### src/verilog/srs_pkg.sv
// Constants, register map and carrier types of the status reporting block
// Summary of operation
// - Request-service bit raises the bus service request
// - Request bit cleared by poll or event read
// - Serial poll returns byte, clears only bit 6
// - Status query: in order, clears nothing
// - Message-available set until output buffer drained
// - Operation-complete command sets event bit 0
// - Operation-complete query queues the value one
// - Output buffer overload halts command processing
// - Twenty-entry error queue, oldest first, indicator
// - Condition reads 0 off, 1, 2, 3 failure
// - Questionable events latch, clear when read
// - Questionable enable mask gates questionable summary
// - Clear-status clears event registers, error queue and byte except MAV
// - Standard event enable mask gates event summary
// - Standard event read returns binary-weighted bits
// - Power-on-clear setting decides service and event enable masks at power-up
// - Wait command holds later commands until done
// - Enable bit 5 requests service on events
// - Byte bits 3, 4, 5, 6; others zero
// - Summary bits unlatched, follow their event registers; MAV follows the output buffer
// - Questionable bits 0, 1, 4, 9 only
package srs_pkg;

  // Register offsets (byte addresses)
  localparam logic [7:0] SRS_OFF_SPOLL = 8'h00;
  localparam logic [7:0] SRS_OFF_STB = 8'h04;
  localparam logic [7:0] SRS_OFF_SRE = 8'h08;
  localparam logic [7:0] SRS_OFF_ESR = 8'h0C;
  localparam logic [7:0] SRS_OFF_ESE = 8'h10;
  localparam logic [7:0] SRS_OFF_QCOND = 8'h14;
  localparam logic [7:0] SRS_OFF_QEVENT = 8'h18;
  localparam logic [7:0] SRS_OFF_QENABLE = 8'h1C;
  localparam logic [7:0] SRS_OFF_CMD = 8'h20;
  localparam logic [7:0] SRS_OFF_PSC = 8'h24;
  localparam logic [7:0] SRS_OFF_OUTBUF = 8'h28;
  localparam logic [7:0] SRS_OFF_ERRQ = 8'h2C;
  localparam logic [7:0] SRS_OFF_STATUS = 8'h30;

  // Status byte bit positions
  localparam int SRS_STB_QUES = 3;
  localparam int SRS_STB_MAV = 4;
  localparam int SRS_STB_ESB = 5;
  localparam int SRS_STB_RQS = 6;
  localparam logic [7:0] SRS_SRE_WMASK = 8'hBF;

  // Standard event register
  localparam int SRS_ESR_OPC = 0;
  localparam int SRS_ESR_PON = 7;
  localparam logic [7:0] SRS_ESR_MASK = 8'hBD;

  // Questionable register
  localparam int SRS_QUES_CURR_REG = 0;
  localparam int SRS_QUES_VOLT_MODE = 1;
  localparam int SRS_QUES_FAN = 4;
  localparam int SRS_QUES_OV = 9;

  // Command register bits
  localparam int SRS_CMD_CLS = 0;
  localparam int SRS_CMD_OPC = 1;
  localparam int SRS_CMD_OPCQ = 2;
  localparam int SRS_CMD_WAI = 3;

  // Block status register bits
  localparam int SRS_ST_HALT = 0;
  localparam int SRS_ST_ERR = 1;
  localparam int SRS_ST_WAIT = 2;

  // Reset values and fixed data
  localparam logic SRS_PSC_RST = 1'b1;
  localparam logic [7:0] SRS_OPCQ_REPLY = 8'h01;
  localparam logic [15:0] SRS_ERR_OVF = 16'hFEA2;
  localparam int SRS_ERR_DEPTH = 20;
  localparam int SRS_OUT_DEPTH = 8;

  typedef struct packed {
    logic ov_trip;
    logic fan_fault;
    logic constant_voltage_mode;
    logic constant_current_regulation;
  } srs_qin_t;

endpackage

### src/verilog/srs_err_queue.sv
// Error queue, oldest entry first, with overflow marker
`timescale 1ns/1ps
module srs_err_queue #(
  parameter int DEPTH = 20,
  parameter int W = 16
) (
  // Clock and reset
  input wire logic pclk,
  input wire logic presetn,
  // Control
  input wire logic clr,
  input wire logic push,
  input wire logic [W-1:0] code,
  input wire logic pop,
  // Status
  output logic [W-1:0] head,
  output logic empty
);
  localparam int AW = $clog2(DEPTH);
  localparam logic [AW:0] DEPTH_C = (AW+1)'(DEPTH);

  logic [W-1:0] mem [DEPTH];
  logic [AW-1:0] rd_q;
  logic [AW:0] cnt_q;
  logic ovf_q;
  logic full, do_pop, do_push, ovf_hit;

  if (DEPTH < 2) begin : g_chk
    $error("srs_err_queue: DEPTH must be at least 2");
  end

  function automatic logic [AW-1:0] wrap(input logic [AW:0] i);
    return (i >= DEPTH_C) ? AW'(i - DEPTH_C) : i[AW-1:0];
  endfunction

  assign full = (cnt_q == DEPTH_C);
  assign empty = (cnt_q == '0);
  assign do_pop = pop & ~empty;
  assign do_push = push & ~ovf_q & (~full | do_pop);
  // Once full, the youngest entry becomes the overflow marker
  assign ovf_hit = push & full & ~do_pop & ~ovf_q;
  assign head = empty ? '0 : mem[rd_q];

  always_ff @(posedge pclk) begin
    if (do_push) begin
      mem[wrap({1'b0, rd_q} + cnt_q)] <= code;
    end else if (ovf_hit) begin
      mem[wrap({1'b0, rd_q} + cnt_q - 1'b1)] <= W'(srs_pkg::SRS_ERR_OVF);
    end
  end

  always_ff @(posedge pclk or negedge presetn) begin
    if (!presetn) begin
      rd_q <= '0;
      cnt_q <= '0;
      ovf_q <= 1'b0;
    end else if (clr) begin
      rd_q <= '0;
      cnt_q <= '0;
      ovf_q <= 1'b0;
    end else begin
      if (do_pop) begin
        rd_q <= wrap({1'b0, rd_q} + 1'b1);
      end
      cnt_q <= cnt_q + (do_push ? 1'b1 : 1'b0) - (do_pop ? 1'b1 : 1'b0);
      if (do_pop) begin
        ovf_q <= 1'b0;
      end else if (ovf_hit) begin
        ovf_q <= 1'b1;
      end
    end
  end
endmodule

### src/verilog/srs_out_queue.sv
// Output message buffer holding queued query replies
`timescale 1ns/1ps
module srs_out_queue #(
  parameter int DEPTH = 8,
  parameter int W = 8
) (
  // Clock and reset
  input wire logic pclk,
  input wire logic presetn,
  // Fill side
  input wire logic push,
  input wire logic [W-1:0] push_data,
  // Drain side
  input wire logic pop,
  output logic [W-1:0] head,
  // Status
  output logic empty,
  output logic full
);
  localparam int AW = $clog2(DEPTH);

  logic [W-1:0] mem [DEPTH];
  logic [AW-1:0] rd_q, wr_q;
  logic [AW:0] cnt_q;
  logic do_push, do_pop;

  if (DEPTH < 2 || (1 << AW) != DEPTH) begin : g_chk
    $error("srs_out_queue: DEPTH must be a power of two, at least 2");
  end

  assign empty = (cnt_q == '0);
  assign full = (cnt_q == (AW+1)'(DEPTH));
  assign do_pop = pop & ~empty;
  // A push into a full buffer with no pop in the same cycle is lost; the owner flags the overload
  assign do_push = push & (~full | do_pop);
  assign head = empty ? '0 : mem[rd_q];

  always_ff @(posedge pclk) begin
    if (do_push) begin
      mem[wr_q] <= push_data;
    end
  end

  always_ff @(posedge pclk or negedge presetn) begin
    if (!presetn) begin
      rd_q <= '0;
      wr_q <= '0;
      cnt_q <= '0;
    end else begin
      if (do_push) begin
        wr_q <= wr_q + 1'b1;
      end
      if (do_pop) begin
        rd_q <= rd_q + 1'b1;
      end
      cnt_q <= cnt_q + (do_push ? 1'b1 : 1'b0) - (do_pop ? 1'b1 : 1'b0);
    end
  end
endmodule

### src/verilog/srs_status_core.sv
// Status byte, event registers, service request and queues behind APB
`timescale 1ns/1ps
module srs_status_core #(
  parameter int ADDR_W = 8,
  parameter int ERR_DEPTH = srs_pkg::SRS_ERR_DEPTH,
  parameter int OUT_DEPTH = srs_pkg::SRS_OUT_DEPTH
) (
  // Clock and reset
  input wire logic pclk,
  input wire logic presetn,
  // APB slave
  input wire logic psel,
  input wire logic penable,
  input wire logic pwrite,
  input wire logic [ADDR_W-1:0] paddr,
  input wire logic [31:0] pwdata,
  output logic [31:0] prdata,
  output logic pready,
  output logic pslverr,
  // Instrument events
  input wire logic power_on,
  input wire logic ops_pending,
  input wire logic [7:0] std_evt,
  input wire srs_pkg::srs_qin_t qin,
  // Query replies from the instrument
  input wire logic resp_valid,
  input wire logic [7:0] resp_data,
  output logic resp_ready,
  // Error reports
  input wire logic err_push,
  input wire logic [15:0] err_code,
  // Bus and front panel
  output logic srq,
  output logic err_any,
  output logic halted
);
  logic [7:0] sre_q, ese_q, esr_q, esr_d, stb;
  logic [15:0] qen_q, qev_q, qev_d, qev_set, qcond;
  logic psc_q, rqs_q, req_prev_q, halt_q, wai_q;
  logic [31:0] prdata_q, rd_mux;
  logic err_vld_q, out_vld_q;
  logic esb, ques, mav, req_cond, req_rise, req_no_esb, req_no_ques;
  logic unmapped, cmd_class, stall, done, wr_done, rd_done;
  logic cls, opc, opcq, wai, spoll_rd, stb_rd, esr_rd, qev_rd;
  logic out_rd, err_rd, out_empty, out_full, out_push, out_pop;
  logic [7:0] out_head, out_data;
  logic [15:0] err_head;
  logic err_empty;

  if (ADDR_W < 6) begin : g_chk
    $error("srs_status_core: ADDR_W too small for the register map");
  end

  function automatic logic hit(input logic [ADDR_W-1:0] a,
                               input logic [7:0] off);
    return a == ADDR_W'(off);
  endfunction

  // ESB and QUES are unlatched views of event AND enable; MAV shows a non-empty output buffer
  assign esb = |(esr_q & ese_q);
  assign ques = |(qev_q & qen_q);
  assign mav = ~out_empty;

  always_comb begin
    stb = 8'h00;
    stb[srs_pkg::SRS_STB_QUES] = ques;
    stb[srs_pkg::SRS_STB_MAV] = mav;
    stb[srs_pkg::SRS_STB_ESB] = esb;
    stb[srs_pkg::SRS_STB_RQS] = rqs_q;
  end

  // Request condition never includes bit 6 itself
  assign req_cond = |(stb & srs_pkg::SRS_SRE_WMASK & sre_q);
  assign req_no_esb = |({2'b00, 1'b0, mav, ques, 3'b000} & sre_q);
  assign req_no_ques = |({2'b00, esb, mav, 1'b0, 3'b000} & sre_q);
  assign req_rise = req_cond & ~req_prev_q;

  // Condition register: current regulation bit 0, voltage mode bit 1
  always_comb begin
    qcond = 16'h0000;
    qcond[srs_pkg::SRS_QUES_CURR_REG] = qin.constant_current_regulation;
    qcond[srs_pkg::SRS_QUES_VOLT_MODE] = qin.constant_voltage_mode;
  end

  always_comb begin
    qev_set = qcond;
    qev_set[srs_pkg::SRS_QUES_FAN] = qin.fan_fault;
    qev_set[srs_pkg::SRS_QUES_OV] = qin.ov_trip;
  end

  // Register decode and read mux
  always_comb begin
    rd_mux = 32'h0000_0000;
    unmapped = 1'b0;
    cmd_class = 1'b1;
    if (hit(paddr, srs_pkg::SRS_OFF_SPOLL)) begin
      rd_mux[7:0] = stb;
      cmd_class = 1'b0;
    end else if (hit(paddr, srs_pkg::SRS_OFF_STB)) begin
      rd_mux[7:0] = stb;
    end else if (hit(paddr, srs_pkg::SRS_OFF_SRE)) begin
      rd_mux[7:0] = sre_q;
    end else if (hit(paddr, srs_pkg::SRS_OFF_ESR)) begin
      rd_mux[7:0] = esr_q;
    end else if (hit(paddr, srs_pkg::SRS_OFF_ESE)) begin
      rd_mux[7:0] = ese_q;
    end else if (hit(paddr, srs_pkg::SRS_OFF_QCOND)) begin
      rd_mux[15:0] = qcond;
    end else if (hit(paddr, srs_pkg::SRS_OFF_QEVENT)) begin
      rd_mux[15:0] = qev_q;
    end else if (hit(paddr, srs_pkg::SRS_OFF_QENABLE)) begin
      rd_mux[15:0] = qen_q;
    end else if (hit(paddr, srs_pkg::SRS_OFF_CMD)) begin
      rd_mux = 32'h0000_0000;
    end else if (hit(paddr, srs_pkg::SRS_OFF_PSC)) begin
      rd_mux[0] = psc_q;
    end else if (hit(paddr, srs_pkg::SRS_OFF_OUTBUF)) begin
      rd_mux[7:0] = out_head;
      cmd_class = 1'b0;
    end else if (hit(paddr, srs_pkg::SRS_OFF_ERRQ)) begin
      rd_mux[15:0] = err_head;
    end else if (hit(paddr, srs_pkg::SRS_OFF_STATUS)) begin
      rd_mux[srs_pkg::SRS_ST_HALT] = halt_q;
      rd_mux[srs_pkg::SRS_ST_ERR] = ~err_empty;
      rd_mux[srs_pkg::SRS_ST_WAIT] = wai_q;
      cmd_class = 1'b0;
    end else begin
      unmapped = 1'b1;
      cmd_class = 1'b0;
    end
  end

  // Commands and in-order queries stall; poll and drain never do
  assign stall = cmd_class & (halt_q | (wai_q & ops_pending));
  assign pready = ~(psel & stall);
  assign done = psel & penable & pready;
  assign pslverr = done & unmapped;
  assign prdata = prdata_q;
  assign wr_done = done & pwrite & ~unmapped;
  assign rd_done = done & ~pwrite & ~unmapped;

  assign spoll_rd = rd_done & hit(paddr, srs_pkg::SRS_OFF_SPOLL);
  assign stb_rd = rd_done & hit(paddr, srs_pkg::SRS_OFF_STB);
  assign esr_rd = rd_done & hit(paddr, srs_pkg::SRS_OFF_ESR);
  assign qev_rd = rd_done & hit(paddr, srs_pkg::SRS_OFF_QEVENT);
  assign out_rd = rd_done & hit(paddr, srs_pkg::SRS_OFF_OUTBUF);
  assign err_rd = rd_done & hit(paddr, srs_pkg::SRS_OFF_ERRQ);

  assign cls = wr_done & hit(paddr, srs_pkg::SRS_OFF_CMD) &
               pwdata[srs_pkg::SRS_CMD_CLS];
  assign opc = wr_done & hit(paddr, srs_pkg::SRS_OFF_CMD) &
               pwdata[srs_pkg::SRS_CMD_OPC];
  assign opcq = wr_done & hit(paddr, srs_pkg::SRS_OFF_CMD) &
                pwdata[srs_pkg::SRS_CMD_OPCQ];
  assign wai = wr_done & hit(paddr, srs_pkg::SRS_OFF_CMD) &
               pwdata[srs_pkg::SRS_CMD_WAI];

  // Read data is sampled a cycle early; clears use exactly what was shown
  always_ff @(posedge pclk or negedge presetn) begin
    if (!presetn) begin
      prdata_q <= 32'h0000_0000;
      err_vld_q <= 1'b0;
      out_vld_q <= 1'b0;
    end else if (psel) begin
      prdata_q <= rd_mux;
      err_vld_q <= ~err_empty;
      out_vld_q <= ~out_empty;
    end
  end

  // Enable masks and power-on-clear setting
  always_ff @(posedge pclk or negedge presetn) begin
    if (!presetn) begin
      sre_q <= 8'h00;
      ese_q <= 8'h00;
      qen_q <= 16'h0000;
      psc_q <= srs_pkg::SRS_PSC_RST;
    end else begin
      if (power_on && psc_q) begin
        sre_q <= 8'h00;
        ese_q <= 8'h00;
      end else begin
        if (wr_done && hit(paddr, srs_pkg::SRS_OFF_SRE)) begin
          sre_q <= pwdata[7:0] & srs_pkg::SRS_SRE_WMASK;
        end
        if (wr_done && hit(paddr, srs_pkg::SRS_OFF_ESE)) begin
          ese_q <= pwdata[7:0];
        end
      end
      if (wr_done && hit(paddr, srs_pkg::SRS_OFF_QENABLE)) begin
        qen_q <= pwdata[15:0];
      end
      if (wr_done && hit(paddr, srs_pkg::SRS_OFF_PSC)) begin
        psc_q <= pwdata[0];
      end
    end
  end

  // Standard event register: new events win over any clear
  always_comb begin
    esr_d = esr_q;
    if (cls || power_on) begin
      esr_d = 8'h00;
    end else if (esr_rd) begin
      esr_d = esr_q & ~prdata_q[7:0];
    end
    esr_d = esr_d | (std_evt & srs_pkg::SRS_ESR_MASK);
    esr_d[srs_pkg::SRS_ESR_OPC] = esr_d[srs_pkg::SRS_ESR_OPC] | opc;
    esr_d[srs_pkg::SRS_ESR_PON] = esr_d[srs_pkg::SRS_ESR_PON] | power_on;
  end

  // Questionable events latch from levels, clear on read or clear-status
  always_comb begin
    qev_d = qev_q;
    if (cls || power_on) begin
      qev_d = 16'h0000;
    end else if (qev_rd) begin
      qev_d = qev_q & ~prdata_q[15:0];
    end
    qev_d = qev_d | qev_set;
  end

  always_ff @(posedge pclk or negedge presetn) begin
    if (!presetn) begin
      esr_q <= 8'h00;
      qev_q <= 16'h0000;
    end else begin
      esr_q <= esr_d;
      qev_q <= qev_d;
    end
  end

  // Request-service bit: set on a new request, cleared only as allowed
  always_ff @(posedge pclk or negedge presetn) begin
    if (!presetn) begin
      rqs_q <= 1'b0;
      req_prev_q <= 1'b0;
    end else begin
      req_prev_q <= req_cond;
      if (req_rise) begin
        rqs_q <= 1'b1;
      end else if (spoll_rd || cls) begin
        rqs_q <= 1'b0;
      end else if ((esr_rd && req_no_esb) || (qev_rd && req_no_ques)) begin
        rqs_q <= rqs_q;
      end else if (esr_rd || qev_rd) begin
        rqs_q <= 1'b0;
      end
    end
  end

  assign srq = rqs_q;

  // Wait holds later commands while operations are pending
  always_ff @(posedge pclk or negedge presetn) begin
    if (!presetn) begin
      wai_q <= 1'b0;
    end else if (wai) begin
      wai_q <= 1'b1;
    end else if (!ops_pending) begin
      wai_q <= 1'b0;
    end
  end

  // Output buffer: completion-query reply has priority over replies
  assign out_push = opcq | (resp_valid & resp_ready);
  assign out_data = opcq ? srs_pkg::SRS_OPCQ_REPLY : resp_data;
  assign resp_ready = ~halt_q & ~opcq;
  assign out_pop = out_rd & out_vld_q;

  // Overload stops command processing until software drains a reply
  always_ff @(posedge pclk or negedge presetn) begin
    if (!presetn) begin
      halt_q <= 1'b0;
    end else if (out_push && out_full && !out_pop) begin
      halt_q <= 1'b1;
    end else if (out_pop) begin
      halt_q <= 1'b0;
    end
  end

  assign halted = halt_q;
  assign err_any = ~err_empty;

  srs_out_queue #(
    .DEPTH(OUT_DEPTH),
    .W(8)
  ) u_out (
    .pclk(pclk),
    .presetn(presetn),
    .push(out_push),
    .push_data(out_data),
    .pop(out_pop),
    .head(out_head),
    .empty(out_empty),
    .full(out_full)
  );

  srs_err_queue #(
    .DEPTH(ERR_DEPTH),
    .W(16)
  ) u_err (
    .pclk(pclk),
    .presetn(presetn),
    .clr(cls | power_on),
    .push(err_push),
    .code(err_code),
    .pop(err_rd & err_vld_q),
    .head(err_head),
    .empty(err_empty)
  );

  property p_rqs_raise;
    @(posedge pclk) disable iff (!presetn)
      req_rise |=> srq ##0 stb[srs_pkg::SRS_STB_RQS];
  endproperty
  a_rqs_raise: assert property (p_rqs_raise)
    else $error("service request not raised");

  property p_spoll_clear;
    @(posedge pclk) disable iff (!presetn)
      spoll_rd && !req_rise |=> !srq;
  endproperty
  a_spoll_clear: assert property (p_spoll_clear)
    else $error("serial poll left request bit set");

  property p_stb_keep;
    @(posedge pclk) disable iff (!presetn)
      stb_rd && srq && !cls |=> srq;
  endproperty
  a_stb_keep: assert property (p_stb_keep)
    else $error("status query cleared request bit");

  property p_opc_set;
    @(posedge pclk) disable iff (!presetn)
      opc && !power_on |=> esr_q[srs_pkg::SRS_ESR_OPC];
  endproperty
  a_opc_set: assert property (p_opc_set)
    else $error("operation complete bit not set");

  property p_opcq_mav;
    @(posedge pclk) disable iff (!presetn)
      opcq && !out_full |=> stb[srs_pkg::SRS_STB_MAV];
  endproperty
  a_opcq_mav: assert property (p_opcq_mav)
    else $error("completion reply not queued");

  property p_overload;
    @(posedge pclk) disable iff (!presetn)
      out_push && out_full && !out_pop |=>
        halted ##1 (halted || $past(out_pop));
  endproperty
  a_overload: assert property (p_overload)
    else $error("overload did not halt commands");

  property p_wai_hold;
    @(posedge pclk) disable iff (!presetn)
      wai_q && ops_pending && psel && cmd_class |-> !pready;
  endproperty
  a_wai_hold: assert property (p_wai_hold)
    else $error("command ran during wait");

  property p_qev_latch;
    @(posedge pclk) disable iff (!presetn)
      $rose(qin.fan_fault) |=> qev_q[srs_pkg::SRS_QUES_FAN] [*2];
  endproperty
  a_qev_latch: assert property (p_qev_latch)
    else $error("questionable event not latched");

  property p_cls;
    @(posedge pclk) disable iff (!presetn)
      cls && std_evt == 8'h00 && !opc |=> esr_q == 8'h00 && !srq;
  endproperty
  a_cls: assert property (p_cls)
    else $error("clear status left events");

  property p_psc;
    @(posedge pclk) disable iff (!presetn)
      power_on && psc_q |=> sre_q == 8'h00 && ese_q == 8'h00;
  endproperty
  a_psc: assert property (p_psc)
    else $error("power-on clear did not clear masks");

  c_poll_after_srq: cover property (@(posedge pclk) disable iff (!presetn)
    srq ##[1:20] spoll_rd);
  c_overload: cover property (@(posedge pclk) disable iff (!presetn)
    halted ##[1:50] out_pop);
  c_err_drain: cover property (@(posedge pclk) disable iff (!presetn)
    err_any ##[1:100] !err_any);
endmodule

### config.mk
export PLATFORM = sky130hd
export DESIGN_NAME = srs_status_core
export DESIGN_NICKNAME = d
export VERILOG_FILES = /design/src/verilog/srs_pkg.sv /design/src/verilog/srs_err_queue.sv /design/src/verilog/srs_out_queue.sv /design/src/verilog/srs_status_core.sv
export SDC_FILE = /design/constraint.sdc
export NUM_CORES = 1
export LEC_CHECK = 0
export BUFFER_PORTS_ARGS = -buffer_cell sky130_fd_sc_hd__buf_2
export CAP_MARGIN = 0
export CORE_MARGIN = 2
export CORE_UTILIZATION = 26
export CTS_CLUSTER_SIZE = 14
export DETAILED_ROUTE_END_ITERATION = 6
export PLACE_DENSITY = 0.48
export SETUP_SLACK_MARGIN = 0.15
export SLEW_MARGIN = 15
export SYNTH_ARGS = -nofsm -noshare
export SYNTH_HDL_FRONTEND = slang
export SYNTH_HIERARCHICAL = 1
export SYNTH_SLANG_ARGS = --single-unit
### constraint.sdc
create_clock -name pclk -period 4.5 [get_ports pclk]
set_input_delay 0.45 -clock pclk [delete_from_list [all_inputs] [get_ports pclk]]
set_output_delay 0.45 -clock pclk [all_outputs]
set_load 0.1 [all_outputs]
==> results of run 1 <==
[report_power, final]
part / total, mW / leakage [nW] / internal, mW / switching [mW]
clock network: 4.21 / 0.824 / 2.41 / 1.80
registers: 5.19 / 4.78 / 5.11 / 0.0803
logic: 1.96 / 3.29 / 0.715 / 1.25
total: 11.4 / 8.89 / 8.24 / 3.13
[critical path, stage by stage, from the launching register on]
cell and delay [ns]:
dfrtp_4 0.49, ha_2 0.23, fa_2 0.43, xor2_2 0.24
inv_2 0.10, ha_2 0.21, a21boi_2 0.19, nor2_1 0.05
mux2_2 0.26, or3_1 0.37, mux2i_1 0.16, nor3_1 0.18
nand3_1 0.14, buf_12 0.20, and4bb_1 0.33, buf_12 0.20
[cells by family (layout without fill, tap and decap cells)]
kind of cell / Yosys count / in the layout / synth area share [%]
flip-flops: 484 / 484 / 64.61
AND/OR/NAND/NOR: 328 / 328 / 8.209
AO/OA/AOI/OAI: 224 / 224 / 7.638
multiplexers: 169 / 169 / 13.65
buffers and inverters: 130 / 304 / 2.903
adder cells (fa/ha/maj): 35 / 35 / 2.120
XOR/XNOR: 21 / 21 / 0.8468
other: 1 / 17 / 0.01726
[path summary, 6_finish.rpt]
kind	end	slack (ns)	cells after the start
max	u_err/mem[11][8]$_DFFE_PP_	0.41	15
min reg2reg	out_vld_q$_DFFE_PN0P_	0.48	2
max in group asynchronous	qen_q[9]$_DFFE_PN0P_	3.51	2
min in group pclk	esr_q[4]$_DFF_PN0_	0.03	2
max reg2reg	u_err/mem[11][8]$_DFFE_PP_	0.41	15
min	esr_q[0]$_DFF_PN0_	-0.009	1
[per-stage QoR]
stage          cell area, µm²  hold WS (ns)  setup slack (ns)  util [%]  TNS, ns
4_1_cts                 25760     0.0009079            0.1585     31.27        0
5_1_grt                 25840       0.01530            0.1197     31.37        0
3_5_place_dp            24050        0.4691            0.1147     29.20        0
6_report                25840     -0.008665            0.4064     31.37        0
2_1_floorplan           21840        0.1544           -0.1453         -   -4.651
3_3_place_gp            24050        0.4656            0.1074     29.19        0
[state kept, by name, summed over array words and instances, names as in the netlist, 3 cells and up]
name / flops
u_err/mem: 320
u_out/mem: 64
prdata: 16
qen_q: 16
qev_q: 16
ese_q: 8
esr_q: 8
sre_q: 7
u_err/cnt_q: 6
u_err/rd_q: 5
u_out/cnt_q: 4
u_out/rd_q: 3
u_out/wr_q: 3
[what timing repair did]
action | CTS | global route
gates resized for setup | 1 | 7
setup buffers | 0 | 4
setup endpoints to repair | 126 | 320
gates cloned | 0 | 1
pin swaps | 0 | 2
endpoints found under the hold margin | 2 | 0
hold buffers | 2 | 0
[metal layers]
layer | vias up | global-route usage (%) | wire length [µm]
li1 | 5735 | - | -
met1 | 6576 | 18.30 | 25840
met2 | 352 | 21.93 | 27380
met3 | 75 | 2.292 | 3046
met4 | 0 | 3.440 | 1253
met5 | - | 0 | 0
[cell usage after synthesis (9+ instances only)]
master     number
xnor2_1        13
mux4_2         97
buf_2          17
a22oi_1        20
dfrtp_1        99
nand2b_1       17
o21ai_0        26
nor2b_1        16
mux2i_1        51
nand3_1        24
and2_1         15
a21oi_1        55
a22o_1         26
mux2_2         10
clkbuf_1       46
and3_1         19
nor2_1         62
o2bb2ai_1      11
edfxtp_1      384
mux2_4          9
ha_1           32
nand2_1       103
nor3_1         23
buf_4          20
inv_1          34
[layout by cell type (no fill, tap or decap), types with 6 or more instances in the layout]
| cell type | Yosys | final |
|---|---|---|
| a211oi_1 | 6 | 6 |
| a21o_1 | 6 | 6 |
| a21oi_1 | 55 | 55 |
| a22o_1 | 26 | 26 |
| a22oi_1 | 20 | 20 |
| a31o_2 | 8 | 8 |
| and2_1 | 15 | 15 |
| and3_1 | 19 | 19 |
| buf_12 | 0 | 24 |
| buf_2 | 17 | 87 |
| buf_4 | 20 | 56 |
| clkbuf_1 | 46 | 11 |
| clkbuf_16 | 0 | 53 |
| clkinv_1 | 2 | 10 |
| clkinv_2 | 0 | 13 |
| conb_1 | 1 | 16 |
| dfrtp_1 | 99 | 97 |
| edfxtp_1 | 384 | 384 |
| ha_1 | 32 | 30 |
| inv_1 | 34 | 34 |
| mux2_2 | 10 | 10 |
| mux2_4 | 9 | 9 |
| mux2i_1 | 51 | 51 |
| mux4_2 | 97 | 97 |
| nand2_1 | 103 | 103 |
| nand2b_1 | 17 | 17 |
| nand3_1 | 24 | 24 |
| nor2_1 | 62 | 62 |
| nor2b_1 | 16 | 16 |
| nor3_1 | 23 | 22 |
| o211ai_1 | 6 | 6 |
| o21ai_0 | 26 | 26 |
| o2bb2ai_1 | 11 | 11 |
| xnor2_1 | 13 | 13 |
| xor2_1 | 8 | 7 |
[area by class of cell]
| class | count | area [µm²] |
|---|---|---|
| fillers | 8059 | 56530 |
| flip-flops and latches | 484 | 14040 |
| repair buffers | 170 | 1381 |
| multi-input cells | 793 | 7253 |
| clock buffers | 65 | 1370 |
| well taps | 1070 | 1339 |
| clock inverters | 32 | 316.6 |
| inverters | 37 | 138.9 |
| diodes | 1 | 2.502 |
==> results.py, run 1 <==
metrics = {
    "power": {
        "ir_worst_vdd_uv": 280.2,
        "power_density_nw_per_um2": 439.9,
        "power.total_mw": 11.37,
        "power.leakage_nw": 8.892,
    },
    "clock_network": {
        "cts_buffers": 52,
        "cts_max_level": 2,
        "clock-sinks": 484,
        "cts_tree": "yes",
        "clockBufferDepth": 3,
        "cts.clk_slew.worst_paths_ns": 0.06,
        "cts_root_buf": "clkbuf_16",
        "clock_latency_ns": 0.61,
    },
    "global_routing": {
        "gr-usage-all-layers_pct": 13.36,
        "grt_pass1_vias": 13230,
        "grt_max_degree": 85,
        "antenna_found_initial": 1,
        "gr-total-overflow": 0,
        "grt_pass1_wl_um": 86040,
    },
    "floorplan": {
        "die_w_um": 293.0,
        "die-area_um2": 85870,
        "ios": 123,
        "rows": 105,
        "core_um2": 82370,
        "floorplan.initialDensity_pct": 26.37,
        "fp.dieH_um": 293.0,
    },
    "placement": {
        "dp_hpwl_um": 37870,
        "dp.cells": 2547,
        "routabilityCongestion": 0.9393,
        "port_buffers": 88,
    },
    "logic_synthesis": {
        "synth_top_area_cell": "edfxtp_1",
        "synth_edf_count": 384,
        "ys_ff_latch": 484,
        "yosysTopAreaCellShare_pct": 53.09,
        "synthFlopType": "edfxtp_1",
        "syn_avg_cell_area_um2": 15.60,
        "synth_cells": 1392,
        "synth_area_um2": 21720,
        "synth.area.top_cells": "edfxtp_1, dfrtp_1, mux4_2",
        "yosysWarnings": 6,
        "yosysSeqAreaShare_pct": 64.61,
        "synthArstFlopShare_pct": 20.66,
        "synth_cell_types": 93,
    },
    "worst_hold_path": {
        "hp-class": "input port to async pin",
    },
    "sta": {
        "setup_viol": 0,
        "hold_viol_final": 2,
        "fin_crit_sh_pct": 90.97,
        "rsz0062_at_grt": "false",
        "slew-limit-headroom_pct": 36.43,
        "report.final.slew_viol_count": 0,
        "whs_ns": -0.008665,
        "worstMarginPinSlew_ns": 0.9536,
        "fin_skew_ns": 0.01446,
        "timing.fmax_mhz": 244.3,
        "period_minus_slack_ns": 4.094,
    },
    "setup_path": {
        "timing.rr.start": "u_err/rd_q[0]$_DFFE_PN0N_",
        "end_kind": "register",
        "crit_fanout": 20,
        "worst_ep_required_time_ns": 4.80,
        "crit_type": "register to register",
        "start_kind": "register",
        "critPathArrivalTime_ns": 4.40,
        "cp-startpoint": "u_err/rd_q[0]$_DFFE_PN0N_",
    },
    "cells_and_area": {
        "final_layout_size_suffix_gt1_share_pct": 26.50,
        "fin_cells": 2652,
        "area_growth_syn_to_layout_pct": 18.98,
        "final_net_count": 1658,
    },
    "routing": {
        "first_iter_violations": 1030,
        "ant_nets": 0,
        "wl_per_cell_um": 21.69,
        "drt_wl_total_um": 57520,
        "drc": 0,
        "dr_total_vias": 12740,
        "vias_per_cell": 4.803,
        "drt-pass1-iter-count": 5,
    },
    "run_status": {
        "violations": "negative hold slack",
        "run_status": "finished with violations",
    },
    "run": {
        "cap_violations": 0,
    },
}
(Power assumes the default switching activity.)
==> inputs of run 2 (changes only) <==
- BUFFER_PORTS_ARGS: -buffer_cell sky130_fd_sc_hd__buf_2 -> -buffer_cell sky130_fd_sc_hd__buf_4
- CORE_MARGIN: 2 -> 8
- REMOVE_ABC_BUFFERS: default -> 1
==> run 2 against run 1 <==
The flow still finishes with violations (negative hold slack). Sequential power about the same. First-iteration DRC count up 7.4%. Worst hold slack better by 0.0081 ns. Via count up 0.76%. Sequential share of layout area down 0.58 points. Global-route usage down 1.2 points. Sequential cell count unchanged. Critical path depth up 2. Utilization about the same. Non-clock buffer count down 2. Count of clock-buffer cells in the layout up 2. Power up 0.93%.
==> results.py, run 2 (synthesis results as in run 1) <==
metrics = {
    "setup_path": {
        "crit_type": "register to register",
        "crit_fanout": 8,
        "reg2reg_slack_ns": 0.34,
        "timing.rr.start": "u_err/rd_q[1]$_DFFE_PN0N_",
        "cp-startpoint": "u_err/rd_q[1]$_DFFE_PN0N_",
        "start_kind": "register",
        "critPathArrivalTime_ns": 4.44,
        "worst_ep_required_time_ns": 4.77,
        "end_kind": "register",
    },
    "clock_network": {
        "clockBufferDepth": 3,
        "clock-sinks": 484,
        "cts_root_buf": "clkbuf_16",
        "cts_tree": "yes",
        "cts_max_level": 2,
        "clock_latency_ns": 0.61,
        "cts_buffers": 52,
        "cts.clk_slew.worst_paths_ns": 0.06,
    },
    "sta": {
        "fin_skew_ns": 0.05515,
        "whs_ns": -0.0005544,
        "fin_crit_sh_pct": 92.52,
        "worstMarginPinSlew_ns": 1.104,
        "slew-limit-headroom_pct": 26.25,
        "setup_viol": 0,
        "tns_ns": 0,
        "rsz0062_at_grt": "false",
        "report.final.slew_viol_count": 0,
        "timing.fmax_mhz": 240.2,
        "period_minus_slack_ns": 4.163,
        "hold_viol_final": 2,
    },
    "global_routing": {
        "gr-total-overflow": 0,
        "gr-max-usage-layer": "met2",
        "grt_pass1_wl_um": 87060,
        "use_met2_pct": 19.82,
        "use_met1_pct": 16.74,
        "antenna_found_initial": 1,
        "grt_pass1_vias": 13240,
        "grt_util_met3_pct": 2.142,
        "grt_max_degree": 85,
        "gr-usage-all-layers_pct": 12.15,
    },
    "cells_and_area": {
        "final_common_cell": "edfxtp_1",
        "final_cell_area_um2": 26120,
        "max_flop_register": "u_err/mem",
        "final_cell_mix": "edfxtp_1, buf_4, nand2_1, mux4_2, dfrtp_1",
        "final_net_count": 1656,
        "reg_top3": "u_err/mem x320, u_out/mem x64",
        "fin_cells": 2660,
        "largest_reg_flops": 320,
        "final_layout_size_suffix_gt1_share_pct": 26.43,
        "area_growth_syn_to_layout_pct": 20.27,
    },
    "floorplan": {
        "fp.dieH_um": 305.0,
        "core_um2": 83160,
        "die-area_um2": 93050,
        "rows": 106,
        "ios": 123,
        "floorplan.initialDensity_pct": 26.12,
        "die_w_um": 305.0,
    },
    "power": {
        "power_density_nw_per_um2": 439.3,
        "ir_worst_vdd_uv": 287.3,
        "switching_share_pct": 27.26,
        "power.leakage_nw": 8.965,
        "p_sw_mw": 3.127,
        "p_comb_share_pct": 17.8,
        "p_seq_share_pct": 45.2,
        "p_int_mw": 8.347,
        "clkPwrFrac_pct": 37.0,
    },
    "routing": {
        "ant_nets": 0,
        "drc": 0,
        "first_iter_violations": 1106,
        "drt-pass1-iter-count": 5,
        "dr_total_vias": 12840,
        "drt_wl_total_um": 57730,
        "wl_per_cell_um": 21.70,
        "vias_per_cell": 4.825,
    },
    "placement": {
        "dp.cells": 2553,
        "placedInstanceArea_um2": 24230,
        "routabilityCongestion": 0.8894,
        "dp_hpwl_um": 37000,
        "port_buffers": 88,
    },
    "run_status": {
        "violations": "negative hold slack",
        "run_status": "finished with violations",
    },
    "run": {
        "cap_violations": 0,
    },
    "worst_hold_path": {
        "hp-class": "input port to async pin",
    },
}
run 2: power groups by stage:
stage          sequential (mW)  combinational [mW]  clock (mW)
5_1_grt                   5.21                2.21        4.53
3_5_place_dp              5.28                1.96           0
6_report                  5.19                2.05        4.24
3_3_place_gp              5.27                1.94           0
2_1_floorplan             5.30                1.09           0
4_1_cts                   5.19                1.97        4.37
run 2: stage by stage:
| stage | hold slack [ns] | power (mW) | worst slack [ns] | util, % |
|---|---|---|---|---|
| final | -0.0005544 | 11.47 | 0.3366 | 31.41 |
| after global routing | 0.02397 | 11.94 | 0.1770 | 31.41 |
| after CTS | 0.004778 | 11.53 | 0.1544 | 31.24 |
| after detailed placement | 0.4778 | 7.237 | 0.1714 | 29.14 |
| after global placement | 0.4707 | 7.212 | 0.1648 | 29.14 |
| after floorplan | 0.1544 | 6.387 | -3.194 | - |
run 2: critical path, cell delays in order, from the launching register on:
cell      delay, ns
dfrtp_4        0.50
ha_1           0.34
a211oi_4       0.26
nor2_1         0.09
xor2_1         0.21
inv_1          0.12
ha_1           0.20
a21boi_2       0.15
nor2_1         0.05
mux2_2         0.26
or3_1          0.37
mux2i_1        0.15
nor3_2         0.13
nand3_2        0.20
buf_12         0.21
nor4_4         0.27
buf_6          0.16
buf_12         0.15
run 2: what timing repair did:
item                       in CTS  in global routing
cloned                          0                  3
setup buffers                   0                  3
pin swaps                       0                  5
hold endpoints to repair        3                  0
hold buffers                    3                  0
gates resized for setup         1                 10
setup endpoints to repair      22                316
run 2: layout make-up:
type,instances,area [µm²]
fillers,8155,57030
flip-flops and latches,484,14040
multi-input cells,793,7244
repair buffers,168,1625
clock buffers,67,1398
well taps,1080,1351
clock inverters,29,317.8
inverters,37,138.9
diodes,2,5.005
run 2: final timing paths:
kind / depth (start not counted) / end
hold reg to reg: 2 / out_vld_q$_DFFE_PN0P_
hold / removal: 1 / u_err/rd_q[0]$_DFFE_PN0N_
setup reg to reg: 17 / u_err/mem[1][3]$_DFFE_PP_
max in group asynchronous: 2 / psc_q$_DFFE_PN1P_
min in group pclk: 2 / esr_q[5]$_DFF_PN0_
setup / recovery: 17 / u_err/mem[1][3]$_DFFE_PP_
run 2: layer usage:
metal  wire length, µm  up-vias  part of all wire (%)
met4              1133        0                   2.0
met5                 0        -                     0
met3              2588       73                   4.5
li1                  -     5726                     -
met2             27540      315                    48
met1             26470     6721                    46
